### src/logic/sfp_pkg.sv
// constants, carrier types and decode helpers of the flash array protection block
//
// What this block does
// - program only clears bits to 0; erase sets them back to 1
// - erase by subsector, sector or whole array; never by page
// - 4 MiB array: 64 sectors, 1024 subsectors, 16384 pages, from address 0
// - 64-byte one-time area kept apart from the main array addresses
// - modifying command runs only if selected clock count is whole bytes
// - modifying command needs the write-enable latch set beforehand by the host
// - sector write-lock set refuses program and erase in that sector
// - sector lock-down set freezes its write-lock until reset
// - lock write ignored while the sector's lock-down is set
// - top mode: codes 1-6 guard highest 1..32 sectors, 7 all, 0 none
// - bottom mode: codes 1-6 guard lowest 1..32 sectors, 7 all, 0 none
// - only clock modes idle-low and idle-high are supported
// - inputs taken on rising clock edges, outputs change after falling edges
// - serial output driven only while selected, otherwise released
// - write-protect low with status bit 7 set keeps the block-protect region locked as set
// - status bit 7 with write-protect pin decides status write acceptance
package sfp_pkg;
    localparam int ADDR_W    = 22;
    localparam int SEC_W     = 6;
    localparam int SEC_LSB   = 16;
    localparam int OTP_AW    = 6;
    localparam int PAGE_MAX  = 256;
    localparam int OTP_BYTES = 64;

    localparam logic [7:0] OP_WREN = 8'h06;
    localparam logic [7:0] OP_WRDI = 8'h04;
    localparam logic [7:0] OP_RDSR = 8'h05;
    localparam logic [7:0] OP_WRSR = 8'h01;
    localparam logic [7:0] OP_PROG = 8'h02;
    localparam logic [7:0] OP_OTPP = 8'h42;
    localparam logic [7:0] OP_SSE  = 8'h20;
    localparam logic [7:0] OP_SE   = 8'hd8;
    localparam logic [7:0] OP_BE   = 8'hc7;
    localparam logic [7:0] OP_WRLR = 8'he5;

    localparam logic [7:0] A_CTRL   = 8'h00;
    localparam logic [7:0] A_STATUS = 8'h04;
    localparam logic [7:0] A_RESULT = 8'h08;
    localparam logic [7:0] A_LWR_LO = 8'h0c;
    localparam logic [7:0] A_LWR_HI = 8'h10;
    localparam logic [7:0] A_LDN_LO = 8'h14;
    localparam logic [7:0] A_LDN_HI = 8'h18;

    localparam int CTRL_EN    = 0;
    localparam int SR_BUSY    = 0;
    localparam int SR_WEL     = 1;
    localparam int SR_BP0     = 2;
    localparam int SR_TB      = 5;
    localparam int SR_SRWD    = 7;
    localparam int LK_WR      = 0;
    localparam int LK_DN      = 1;

    localparam logic       CTRL_EN_RST = 1'b1;
    localparam logic [2:0] BP_RST      = 3'h0;
    localparam logic       TB_RST      = 1'b0;
    localparam logic       SRWD_RST    = 1'b0;

    localparam logic [1:0] RES_NONE    = 2'h0;
    localparam logic [1:0] RES_DONE    = 2'h1;
    localparam logic [1:0] RES_REFUSED = 2'h2;

    localparam logic [3:0] SYNC_INIT = 4'h5;

    typedef enum logic [1:0] {ER_SUB, ER_SEC, ER_BULK} sfp_erase_kind_t;

    typedef struct packed {
        logic              we;
        logic              otp;
        logic [ADDR_W-1:0] addr;
        logic [7:0]        data;
    } sfp_arr_wr_t;

    typedef struct packed {
        logic              req;
        sfp_erase_kind_t   kind;
        logic [ADDR_W-1:0] addr;
    } sfp_erase_t;

    // sector count guarded by a protect code, then the side it grows from
    function automatic logic sfp_bp_hit(input logic tb, input logic [2:0] bp, input logic [SEC_W-1:0] sec);
        logic [6:0] n;
        n = (bp == 3'h0) ? 7'h00 : (bp == 3'h7) ? 7'h40 : (7'h01 << (bp - 3'h1));
        if (tb)
            return {1'b0, sec} < n;
        return {1'b0, sec} >= (7'h40 - n);
    endfunction : sfp_bp_hit
endpackage : sfp_pkg

### src/logic/sfp_prot.sv
// protection check of one sector and of the whole array
`timescale 1ns/1ns
`default_nettype none
module sfp_prot (
    input  wire logic                      tb,
    input  wire logic [2:0]                bp,
    input  wire logic [63:0]               lock_wr,
    input  wire logic [sfp_pkg::SEC_W-1:0] sec,
    output logic                           sec_prot,
    output logic                           any_prot
);
    import sfp_pkg::*;

    assign sec_prot = lock_wr[sec] | sfp_bp_hit(tb, bp, sec);
    // bulk erase refused when any sector is guarded
    assign any_prot = (bp != 3'h0) | (|lock_wr);
endmodule : sfp_prot
`default_nettype wire

### src/logic/sfp_sync3.sv
// three-stage input synchroniser with agreement filter
`timescale 1ns/1ns
`default_nettype none
module sfp_sync3 #(
    parameter int             W    = 1,
    parameter logic [W-1:0]   INIT = '0
) (
    input  wire logic         clk,
    input  wire logic         rst_n,
    input  wire logic [W-1:0] d,
    output logic      [W-1:0] q
);
    import sfp_pkg::*;

    typedef struct packed {
        logic [W-1:0] s1;
        logic [W-1:0] s2;
        logic [W-1:0] s3;
        logic [W-1:0] q;
    } sfp_sync_st_t;

    sfp_sync_st_t r_reg;
    sfp_sync_st_t r_next;

    // s1 is read only by s2; a level counts once s2 and s3 agree
    always_comb
    begin
        r_next    = r_reg;
        r_next.s1 = d;
        r_next.s2 = r_reg.s1;
        r_next.s3 = r_reg.s2;
        for (int i = 0; i < W; i++)
        begin
            if (r_reg.s2[i] == r_reg.s3[i])
                r_next.q[i] = r_reg.s3[i];
        end
    end

    always_ff @(posedge clk or negedge rst_n)
    begin
        if (!rst_n)
            r_reg <= '{s1: INIT, s2: INIT, s3: INIT, q: INIT};
        else
            r_reg <= r_next;
    end

    assign q = r_reg.q;
endmodule : sfp_sync3
`default_nettype wire

### src/logic/sfp_top.sv
// serial command front end with write-protection checks and apb status
//
// The APB interface to the registers and the register addresses are this design's own decisions.
`timescale 1ns/1ns
`default_nettype none
module sfp_top (
    input  wire logic                 pclk,
    input  wire logic                 presetn,
    input  wire logic                 psel,
    input  wire logic                 penable,
    input  wire logic                 pwrite,
    input  wire logic [7:0]           paddr,
    input  wire logic [31:0]          pwdata,
    output logic      [31:0]          prdata,
    output logic                      pready,
    output logic                      pslverr,
    input  wire logic                 spi_clk,
    input  wire logic                 spi_sel_n,
    input  wire logic                 serial_data_in,
    output logic                      serial_data_out,
    output logic                      serial_data_oe,
    input  wire logic                 write_protect_n,
    input  wire logic [7:0]           arr_rdata,
    output sfp_pkg::sfp_arr_wr_t      arr_wr,
    output sfp_pkg::sfp_erase_t       erase,
    output logic                      busy
);
    import sfp_pkg::*;

    typedef struct packed {
        logic              clk_d;
        logic              sel;
        logic [2:0]        bitc;
        logic [9:0]        bytec;
        logic [7:0]        sh;
        logic [7:0]        op;
        logic [23:0]       addr;
        logic [7:0]        d0;
        logic [8:0]        nbuf;
        logic [7:0]        dout;
        logic              oe;
        logic              wel;
        logic [2:0]        bp;
        logic              tb;
        logic              srwd;
        logic [63:0]       lwr;
        logic [63:0]       ldn;
        logic              busy;
        logic              ph;
        logic              otp;
        logic [8:0]        idx;
        sfp_arr_wr_t       aw;
        sfp_erase_t        er;
        logic              en;
        logic [31:0]       rdata;
        logic              err;
        logic [1:0]        res;
        logic [7:0]        res_op;
        logic [15:0]       nref;
    } sfp_top_st_t;

    sfp_top_st_t r_reg;
    sfp_top_st_t r_next;

    logic [3:0]       sync_q;
    logic             clk_s;
    logic             seln_s;
    logic             din_s;
    logic             wp_s;
    logic             rise;
    logic             fall;
    logic             sel_now;
    logic             sec_prot;
    logic             any_prot;
    logic [7:0]       pbuf [PAGE_MAX];
    logic             buf_we;
    logic [7:0]       buf_idx;
    logic [7:0]       buf_data;
    logic [7:0]       b;
    logic [9:0]       kdat;
    logic [7:0]       sr_byte;
    logic             whole;
    logic             ok;
    logic             modify;
    logic [7:0]       lo8;
    logic [5:0]       lo6;

    ////////////////////////////////////////////////////////////////////////
    // pins into the pclk domain
    sfp_sync3 #(.W(4), .INIT(SYNC_INIT)) u_sync (
        .clk   (pclk),
        .rst_n (presetn),
        .d     ({spi_clk, spi_sel_n, serial_data_in, write_protect_n}),
        .q     (sync_q)
    );

    assign {clk_s, seln_s, din_s, wp_s} = sync_q;
    // either idle level works since only edges are used
    assign rise = clk_s & ~r_reg.clk_d;
    assign fall = ~clk_s & r_reg.clk_d;
    // a new frame starts only while idle; a frame in progress runs to its end
    assign sel_now = ~seln_s & (r_reg.sel | (r_reg.en & ~r_reg.busy));

    // sector field of a 22-bit array address
    sfp_prot u_prot (
        .tb       (r_reg.tb),
        .bp       (r_reg.bp),
        .lock_wr  (r_reg.lwr),
        .sec      (r_reg.addr[SEC_LSB +: SEC_W]),
        .sec_prot (sec_prot),
        .any_prot (any_prot)
    );

    assign sr_byte = {r_reg.srwd, 1'b0, r_reg.tb, r_reg.bp, r_reg.wel, r_reg.busy};
    assign b       = {r_reg.sh[6:0], din_s};
    assign kdat    = r_reg.bytec - 10'h004;
    assign whole   = (r_reg.bitc == 3'h0);
    assign lo8     = r_reg.addr[7:0] + r_reg.idx[7:0];
    assign lo6     = r_reg.addr[5:0] + r_reg.idx[5:0];

    ////////////////////////////////////////////////////////////////////////
    // next state
    always_comb
    begin
        r_next       = r_reg;
        r_next.clk_d = clk_s;
        r_next.aw.we = 1'b0;
        r_next.er    = '{req: 1'b0, kind: ER_SUB, addr: r_reg.er.addr};
        buf_we       = 1'b0;
        buf_idx      = kdat[7:0];
        buf_data     = b;
        ok           = 1'b0;
        modify       = 1'b0;

        // frame start clears the counters
        if (sel_now && !r_reg.sel)
        begin
            r_next.bitc  = 3'h0;
            r_next.bytec = 10'h000;
            r_next.nbuf  = 9'h000;
        end
        r_next.sel = sel_now;

        if (sel_now && r_reg.sel && rise)
        begin
            r_next.sh   = b;
            r_next.bitc = r_reg.bitc + 3'h1;
            if (r_reg.bitc == 3'h7)
            begin
                if (r_reg.bytec != 10'h3ff)
                    r_next.bytec = r_reg.bytec + 10'h001;
                if (r_reg.bytec == 10'h000)
                    r_next.op = b;
                else if (r_reg.bytec < 10'h004)
                    r_next.addr = {r_reg.addr[15:0], b};
                else
                begin
                    if (r_reg.bytec == 10'h004)
                        r_next.d0 = b;
                    // beyond one page the last 256 bytes are kept
                    if (r_reg.op == OP_PROG || r_reg.op == OP_OTPP)
                    begin
                        buf_we = 1'b1;
                        if (r_reg.nbuf != 9'h100)
                            r_next.nbuf = r_reg.nbuf + 9'h001;
                    end
                end
            end
        end

        // status readout shifts out on falling edges, repeating each byte
        if (sel_now && r_reg.sel && fall && r_reg.op == OP_RDSR && r_reg.bytec != 10'h000)
        begin
            r_next.oe   = 1'b1;
            r_next.dout = (r_reg.bitc == 3'h0) ? sr_byte : {r_reg.dout[6:0], 1'b0};
        end
        if (!sel_now)
            r_next.oe = 1'b0;

        // end of frame: decide
        if (r_reg.sel && !sel_now)
        begin
            case (r_reg.op)
                OP_WREN:
                begin
                    if (whole && r_reg.bytec == 10'h001)
                        r_next.wel = 1'b1;
                end
                OP_WRDI:
                begin
                    if (whole && r_reg.bytec == 10'h001)
                        r_next.wel = 1'b0;
                end
                OP_PROG, OP_OTPP:
                begin
                    modify = 1'b1;
                    // one-time area uses its own 6-bit space
                    if (r_reg.op == OP_OTPP)
                        ok = whole && r_reg.bytec >= 10'h005 && r_reg.wel
                             && r_reg.addr < 24'(OTP_BYTES);
                    else
                        ok = whole && r_reg.bytec >= 10'h005 && r_reg.wel && !sec_prot;
                    if (ok)
                    begin
                        r_next.busy = 1'b1;
                        r_next.ph   = 1'b0;
                        r_next.idx  = 9'h000;
                        r_next.otp  = (r_reg.op == OP_OTPP);
                    end
                end
                // no page erase opcode exists
                OP_SSE, OP_SE:
                begin
                    modify = 1'b1;
                    ok     = whole && r_reg.bytec == 10'h004 && r_reg.wel && !sec_prot;
                    r_next.er.req  = ok;
                    r_next.er.kind = (r_reg.op == OP_SSE) ? ER_SUB : ER_SEC;
                    r_next.er.addr = r_reg.addr[ADDR_W-1:0];
                end
                OP_BE:
                begin
                    modify = 1'b1;
                    ok     = whole && r_reg.bytec == 10'h001 && r_reg.wel && !any_prot;
                    r_next.er.req  = ok;
                    r_next.er.kind = ER_BULK;
                    r_next.er.addr = '0;
                end
                OP_WRSR:
                begin
                    modify = 1'b1;
                    // bit 7 plus a low pin freezes the protect fields
                    ok = whole && r_reg.bytec == 10'h002 && r_reg.wel
                         && !(r_reg.srwd && !wp_s);
                    if (ok)
                    begin
                        r_next.bp   = r_reg.addr[SR_BP0 +: 3];
                        r_next.tb   = r_reg.addr[SR_TB];
                        r_next.srwd = r_reg.addr[SR_SRWD];
                    end
                end
                OP_WRLR:
                begin
                    modify = 1'b1;
                    ok     = whole && r_reg.bytec == 10'h005 && r_reg.wel
                             && !r_reg.ldn[r_reg.addr[SEC_LSB +: SEC_W]];
                    if (ok)
                    begin
                        r_next.lwr[r_reg.addr[SEC_LSB +: SEC_W]] = r_reg.d0[LK_WR];
                        // lock-down only ever sets; reset alone clears it
                        r_next.ldn[r_reg.addr[SEC_LSB +: SEC_W]] = r_reg.d0[LK_DN];
                    end
                end
                default:
                begin
                    modify = 1'b0;
                end
            endcase
            if (modify)
            begin
                r_next.res_op = r_reg.op;
                r_next.res    = ok ? RES_DONE : RES_REFUSED;
                // refused: the latch keeps its value and the refusal count steps up
                if (ok)
                    r_next.wel = 1'b0;
                else if (r_reg.nref != 16'hffff)
                    r_next.nref = r_reg.nref + 16'h0001;
            end
        end

        // program walk: present address, then write old AND new
        if (r_reg.busy)
        begin
            if (!r_reg.ph)
            begin
                r_next.ph      = 1'b1;
                r_next.aw.otp  = r_reg.otp;
                r_next.aw.addr = r_reg.otp ? {16'h0000, lo6}
                                           : {r_reg.addr[ADDR_W-1:8], lo8};
            end
            else
            begin
                r_next.ph      = 1'b0;
                r_next.aw.we   = 1'b1;
                r_next.aw.data = arr_rdata & pbuf[r_reg.idx[7:0]];
                r_next.idx     = r_reg.idx + 9'h001;
                if (r_reg.idx + 9'h001 == r_reg.nbuf)
                    r_next.busy = 1'b0;
            end
        end

        // apb: read data latched in setup, writes in access
        if (psel && !penable)
        begin
            r_next.err = 1'b0;
            case (paddr)
                A_CTRL:   r_next.rdata = {31'h0000_0000, r_reg.en};
                A_STATUS: r_next.rdata = {24'h00_0000, sr_byte};
                A_RESULT: r_next.rdata = {r_reg.nref, r_reg.res_op, 6'h00, r_reg.res};
                A_LWR_LO: r_next.rdata = r_reg.lwr[31:0];
                A_LWR_HI: r_next.rdata = r_reg.lwr[63:32];
                A_LDN_LO: r_next.rdata = r_reg.ldn[31:0];
                A_LDN_HI: r_next.rdata = r_reg.ldn[63:32];
                default:
                begin
                    r_next.rdata = 32'h0000_0000;
                    r_next.err   = 1'b1;
                end
            endcase
        end
        if (psel && penable && pwrite && paddr == A_CTRL)
            r_next.en = pwdata[CTRL_EN];
    end

    always_ff @(posedge pclk or negedge presetn)
    begin
        if (!presetn)
        begin
            r_reg      <= '0;
            r_reg.clk_d <= SYNC_INIT[3];
            r_reg.bp   <= BP_RST;
            r_reg.tb   <= TB_RST;
            r_reg.srwd <= SRWD_RST;
            r_reg.en   <= CTRL_EN_RST;
            r_reg.res  <= RES_NONE;
        end
        else
            r_reg <= r_next;
    end

    // page buffer, no reset needed
    always_ff @(posedge pclk)
    begin
        if (buf_we)
            pbuf[buf_idx] <= buf_data;
    end

    assign prdata          = r_reg.rdata;
    assign pslverr         = r_reg.err;
    assign pready          = 1'b1;
    assign serial_data_out = r_reg.dout[7];
    assign serial_data_oe  = r_reg.oe & r_reg.sel;
    assign arr_wr          = r_reg.aw;
    assign erase           = r_reg.er;
    assign busy            = r_reg.busy;
endmodule : sfp_top
`default_nettype wire

### config.mk
export PLATFORM = sky130hd
export DESIGN_NAME = sfp_top
export DESIGN_NICKNAME = d
export VERILOG_FILES = /design/src/logic/sfp_pkg.sv /design/src/logic/sfp_prot.sv /design/src/logic/sfp_sync3.sv /design/src/logic/sfp_top.sv
export SDC_FILE = /design/constraint.sdc
export NUM_CORES = 2
export LEC_CHECK = 0
export BUFFER_PORTS_ARGS = -buffer_cell sky130_fd_sc_hd__clkbuf_2
export CORE_AREA = 2 2 391 393
export CTS_BUF_LIST = sky130_fd_sc_hd__clkbuf_4 sky130_fd_sc_hd__clkbuf_8
export DETAILED_ROUTE_END_ITERATION = 8
export DIE_AREA = 0 0 393 395
export HOLD_SLACK_MARGIN = 0.08
export PLACE_DENSITY = 0.82
export SETUP_SLACK_MARGIN = 0.05
export SKIP_LAST_GASP = 1
export SYNTH_ARGS = -nofsm -noshare
export SYNTH_HDL_FRONTEND = slang
export SYNTH_SLANG_ARGS = --single-unit
export TNS_END_PERCENT = 10
### constraint.sdc
create_clock -name pclk -period 11.65 [get_ports pclk]
set_input_delay 2.33 -clock pclk [delete_from_list [all_inputs] [get_ports pclk]]
set_output_delay 2.33 -clock pclk [all_outputs]
set_load 0.03 [all_outputs]
==> reports/metrics.yaml <==
synth:
  synth_common_cells: "2048 x edfxtp_1, 411 x mux4_2, 356 x mux2i_1, 354 x nor2_1, 344 x dfrtp_1"
  synth_most_common_cell: "edfxtp_1"
  synth_largest_area_cell: "edfxtp_1"
  synth_cell_types: 79
  syn_area_um2: 97600
  yosysTopAreaCellShare_pct: 63.0
  syn-num-nets: 5696
  async_reset_ff_share_pct: 14.7
  synth.area.top_cells: "edfxtp_1 63%, mux4_2 9.5%, dfrtp_1 8.8%, mux2i_1 3.7%, nor2_1 1.4%"
  synth.avg_cell_area_um2: 17.4
  ys.flop_type: "edfxtp_1"
  ys.warnings.count: 0
  netlist_instances: 5607
  ys_seq_elements: 2401
  synth_edf_count: 2048
  synth-seq-area-share_pct: 72.1
floorplanning:
  die_w_um: 393
  coreArea_um2: 151000
  die_h_um: 395
  die_area_um2: 155000
  start_util_pct: 64.5
  io_pins: 151
  rows: 143
global_route:
  grt_pass1_vias: 54400
  antenna_found_initial: 4
  gr-total-overflow: 0
  track_usage_pct: 30.9
  grt_pass1_wl_mm: 351
  grt_start_max_net_pins: 243
timing:
  skew_ns: 0.119
  fin_tns_setup_ns: 0
  drv_slew: 0
  rsz0062_at_grt: "false"
  slew_headroom_pct: 16.4
  worstMarginPinSlew_ns: 1.25
  period_needed_ns: 6.58
  hold_violations: 0
  finalSetupViolCount: 0
  max_freq_mhz: 152
  min_period_over_period_pct: 56.5
route:
  via_per_inst: 6.82
  dr.pass1.iters: 8
  drt_iter0_drc: 7276
  drtAntennaViolNets: 0
  wl_mm: 239
  drc_errors: 0
  wl_per_cell_um: 29.7
  dr_total_vias: 54900
clock_tree:
  htreeDepth: 5
  clockBufferDepth: 4
  cts.clk_slew.worst_paths_ns: 0.07
  cts_root_buf: "clkbuf_8"
  cts_setup_buffers: 0
  cts_tree: "yes"
  cts.sinks: 2401
  cts_buffers: 379
  clk_latency_ns: 1.06
  hold_buffers: 0
  cts-resized-gates: 0
place:
  port_buffers: 118
  dp_hpwl_mm: 140
  finalWeightedCongestion: 0.955
  dp_cells: 7394
  place_area_um2: 99400
finish:
  fin_util_pct: 70.5
  final_area_um2: 107000
  largest_reg_flops: 2048
  drive_above_1_share_pct: 22.9
  area_growth_pct: 9.20
  nNetsFinal: 5834
  fin_cells: 8053
setup_path:
  required_ns: 12.59
  crit_fanout: 62
  arrival_ns: 7.53
  path_class: "reg -> reg"
  setup.worst_path.end_class: "flop"
  cp-start-kind: "flop"
power_and_ir_drop:
  p_per_area_nw_per_um2: 152
  p_int_uw: 12900
  pwr-share-seq_pct: 57.2
  peakVddDrop_uv: 138
  p_comb_share_pct: 0.5
  clockPowerShare_pct: 42.3
  p_switching_uw: 3260
  power_leakage_uw: 0.0349
  swShare_pct: 20.1
min_path:
  min_path_type: "reg -> reg"
run:
  max-cap-violations: 0
outcome:
  status: "completed"
-- stage by stage --
stage          power [µW]  hold WS (ns)  setup WS (ns)
6_report            16200         0.342           5.07
5_1_grt             16600         0.354           5.00
4_1_cts             16200         0.346           5.33
3_5_place_dp         9530         0.336           5.32
3_3_place_gp         9530         0.337           5.39
2_1_floorplan        9480         0.331           7.61
-- power by group through the flow --
stage                     Clock, µW  Sequential (µW)  Combinational (µW)
after floorplan                   0             9460                13.5
after global placement            0             9450                76.7
after detailed placement          0             9450                80.5
after CTS                      6890             9280                80.2
after global routing           7250             9270                88.1
final                          6850             9270                80.3
-- cells in the final DEF (no fill, tap or decap), types with 72 or more instances in the layout --
master	instances
edfxtp_1	2048
mux4_2	411
clkbuf_8	401
mux2i_1	356
nor2_1	353
dfrtp_1	331
nand2_1	255
o21ai_0	160
o221ai_1	148
clkbuf_4	128
clkbuf_2	117
mux2_2	116
a21oi_1	111
buf_4	75
nand3_1	73
nor3_1	73
clkinv_1	72
-- layout make-up --
cell class | count | area [µm²]
Fill cell | 8836 | 44600
Tap cell | 2030 | 2540
Inverter | 45 | 175
Antenna cell | 7 | 17.5
Multi-Input combinational cell | 2718 | 25000
Timing Repair Buffer | 200 | 1300
Clock buffer | 529 | 6480
Clock inverter | 123 | 677
Sequential cell | 2401 | 70400
-- cells by family after synthesis --
group                      after synthesis  synth area share, %
DFF                                   2401                 72.1
and+or+nand+nor                        987                 4.64
muxes                                  891                 14.6
AOI/OAI and AO/OA                      757                 5.37
buffers and inverters                  488                 2.45
xor gates and xnor gates                46                0.413
adders and majority gates               36                0.459
other                                    1              0.00384
-- final timing paths --
| path | startpoint | endpoint | slack (ns) | cells past startpoint |
|---|---|---|---|---|
| hold / removal | u_sync.r_next[9] | u_sync.r_next[5] | 0.34 | 0 |
| setup / recovery | r_reg[118] | arr_wr[2] | 5.07 | 10 |
| min in group asynchronous | presetn | prdata[21] | 1.35 | 1 |
| hold reg to reg | u_sync.r_next[9] | u_sync.r_next[5] | 0.34 | 0 |
| max in group asynchronous | presetn | b[6] | 8.66 | 2 |
| setup reg to reg | r_reg[118] | arr_wr[2] | 5.07 | 10 |
-- routing by layer --
layer,wire length [µm],vias up,track usage (%)
li1,-,22600,-
met1,85700,27800,41.9
met2,113000,3733,47.3
met3,27600,718,7.60
met4,13300,4,15.6
met5,28,-,0
-- worst max-delay path, cell delays in order, from the launching register on --
cell     delay [ns]
dfrtp_4        0.86
buf_4          0.72
buf_4          0.86
buf_4          0.88
buf_4          0.82
mux4_2         0.47
o22ai_1        0.16
nor3_1         0.10
nor4_1         0.97
nand3_1        0.17
a32o_1         0.29
Power figures use the tool's default switching activity.
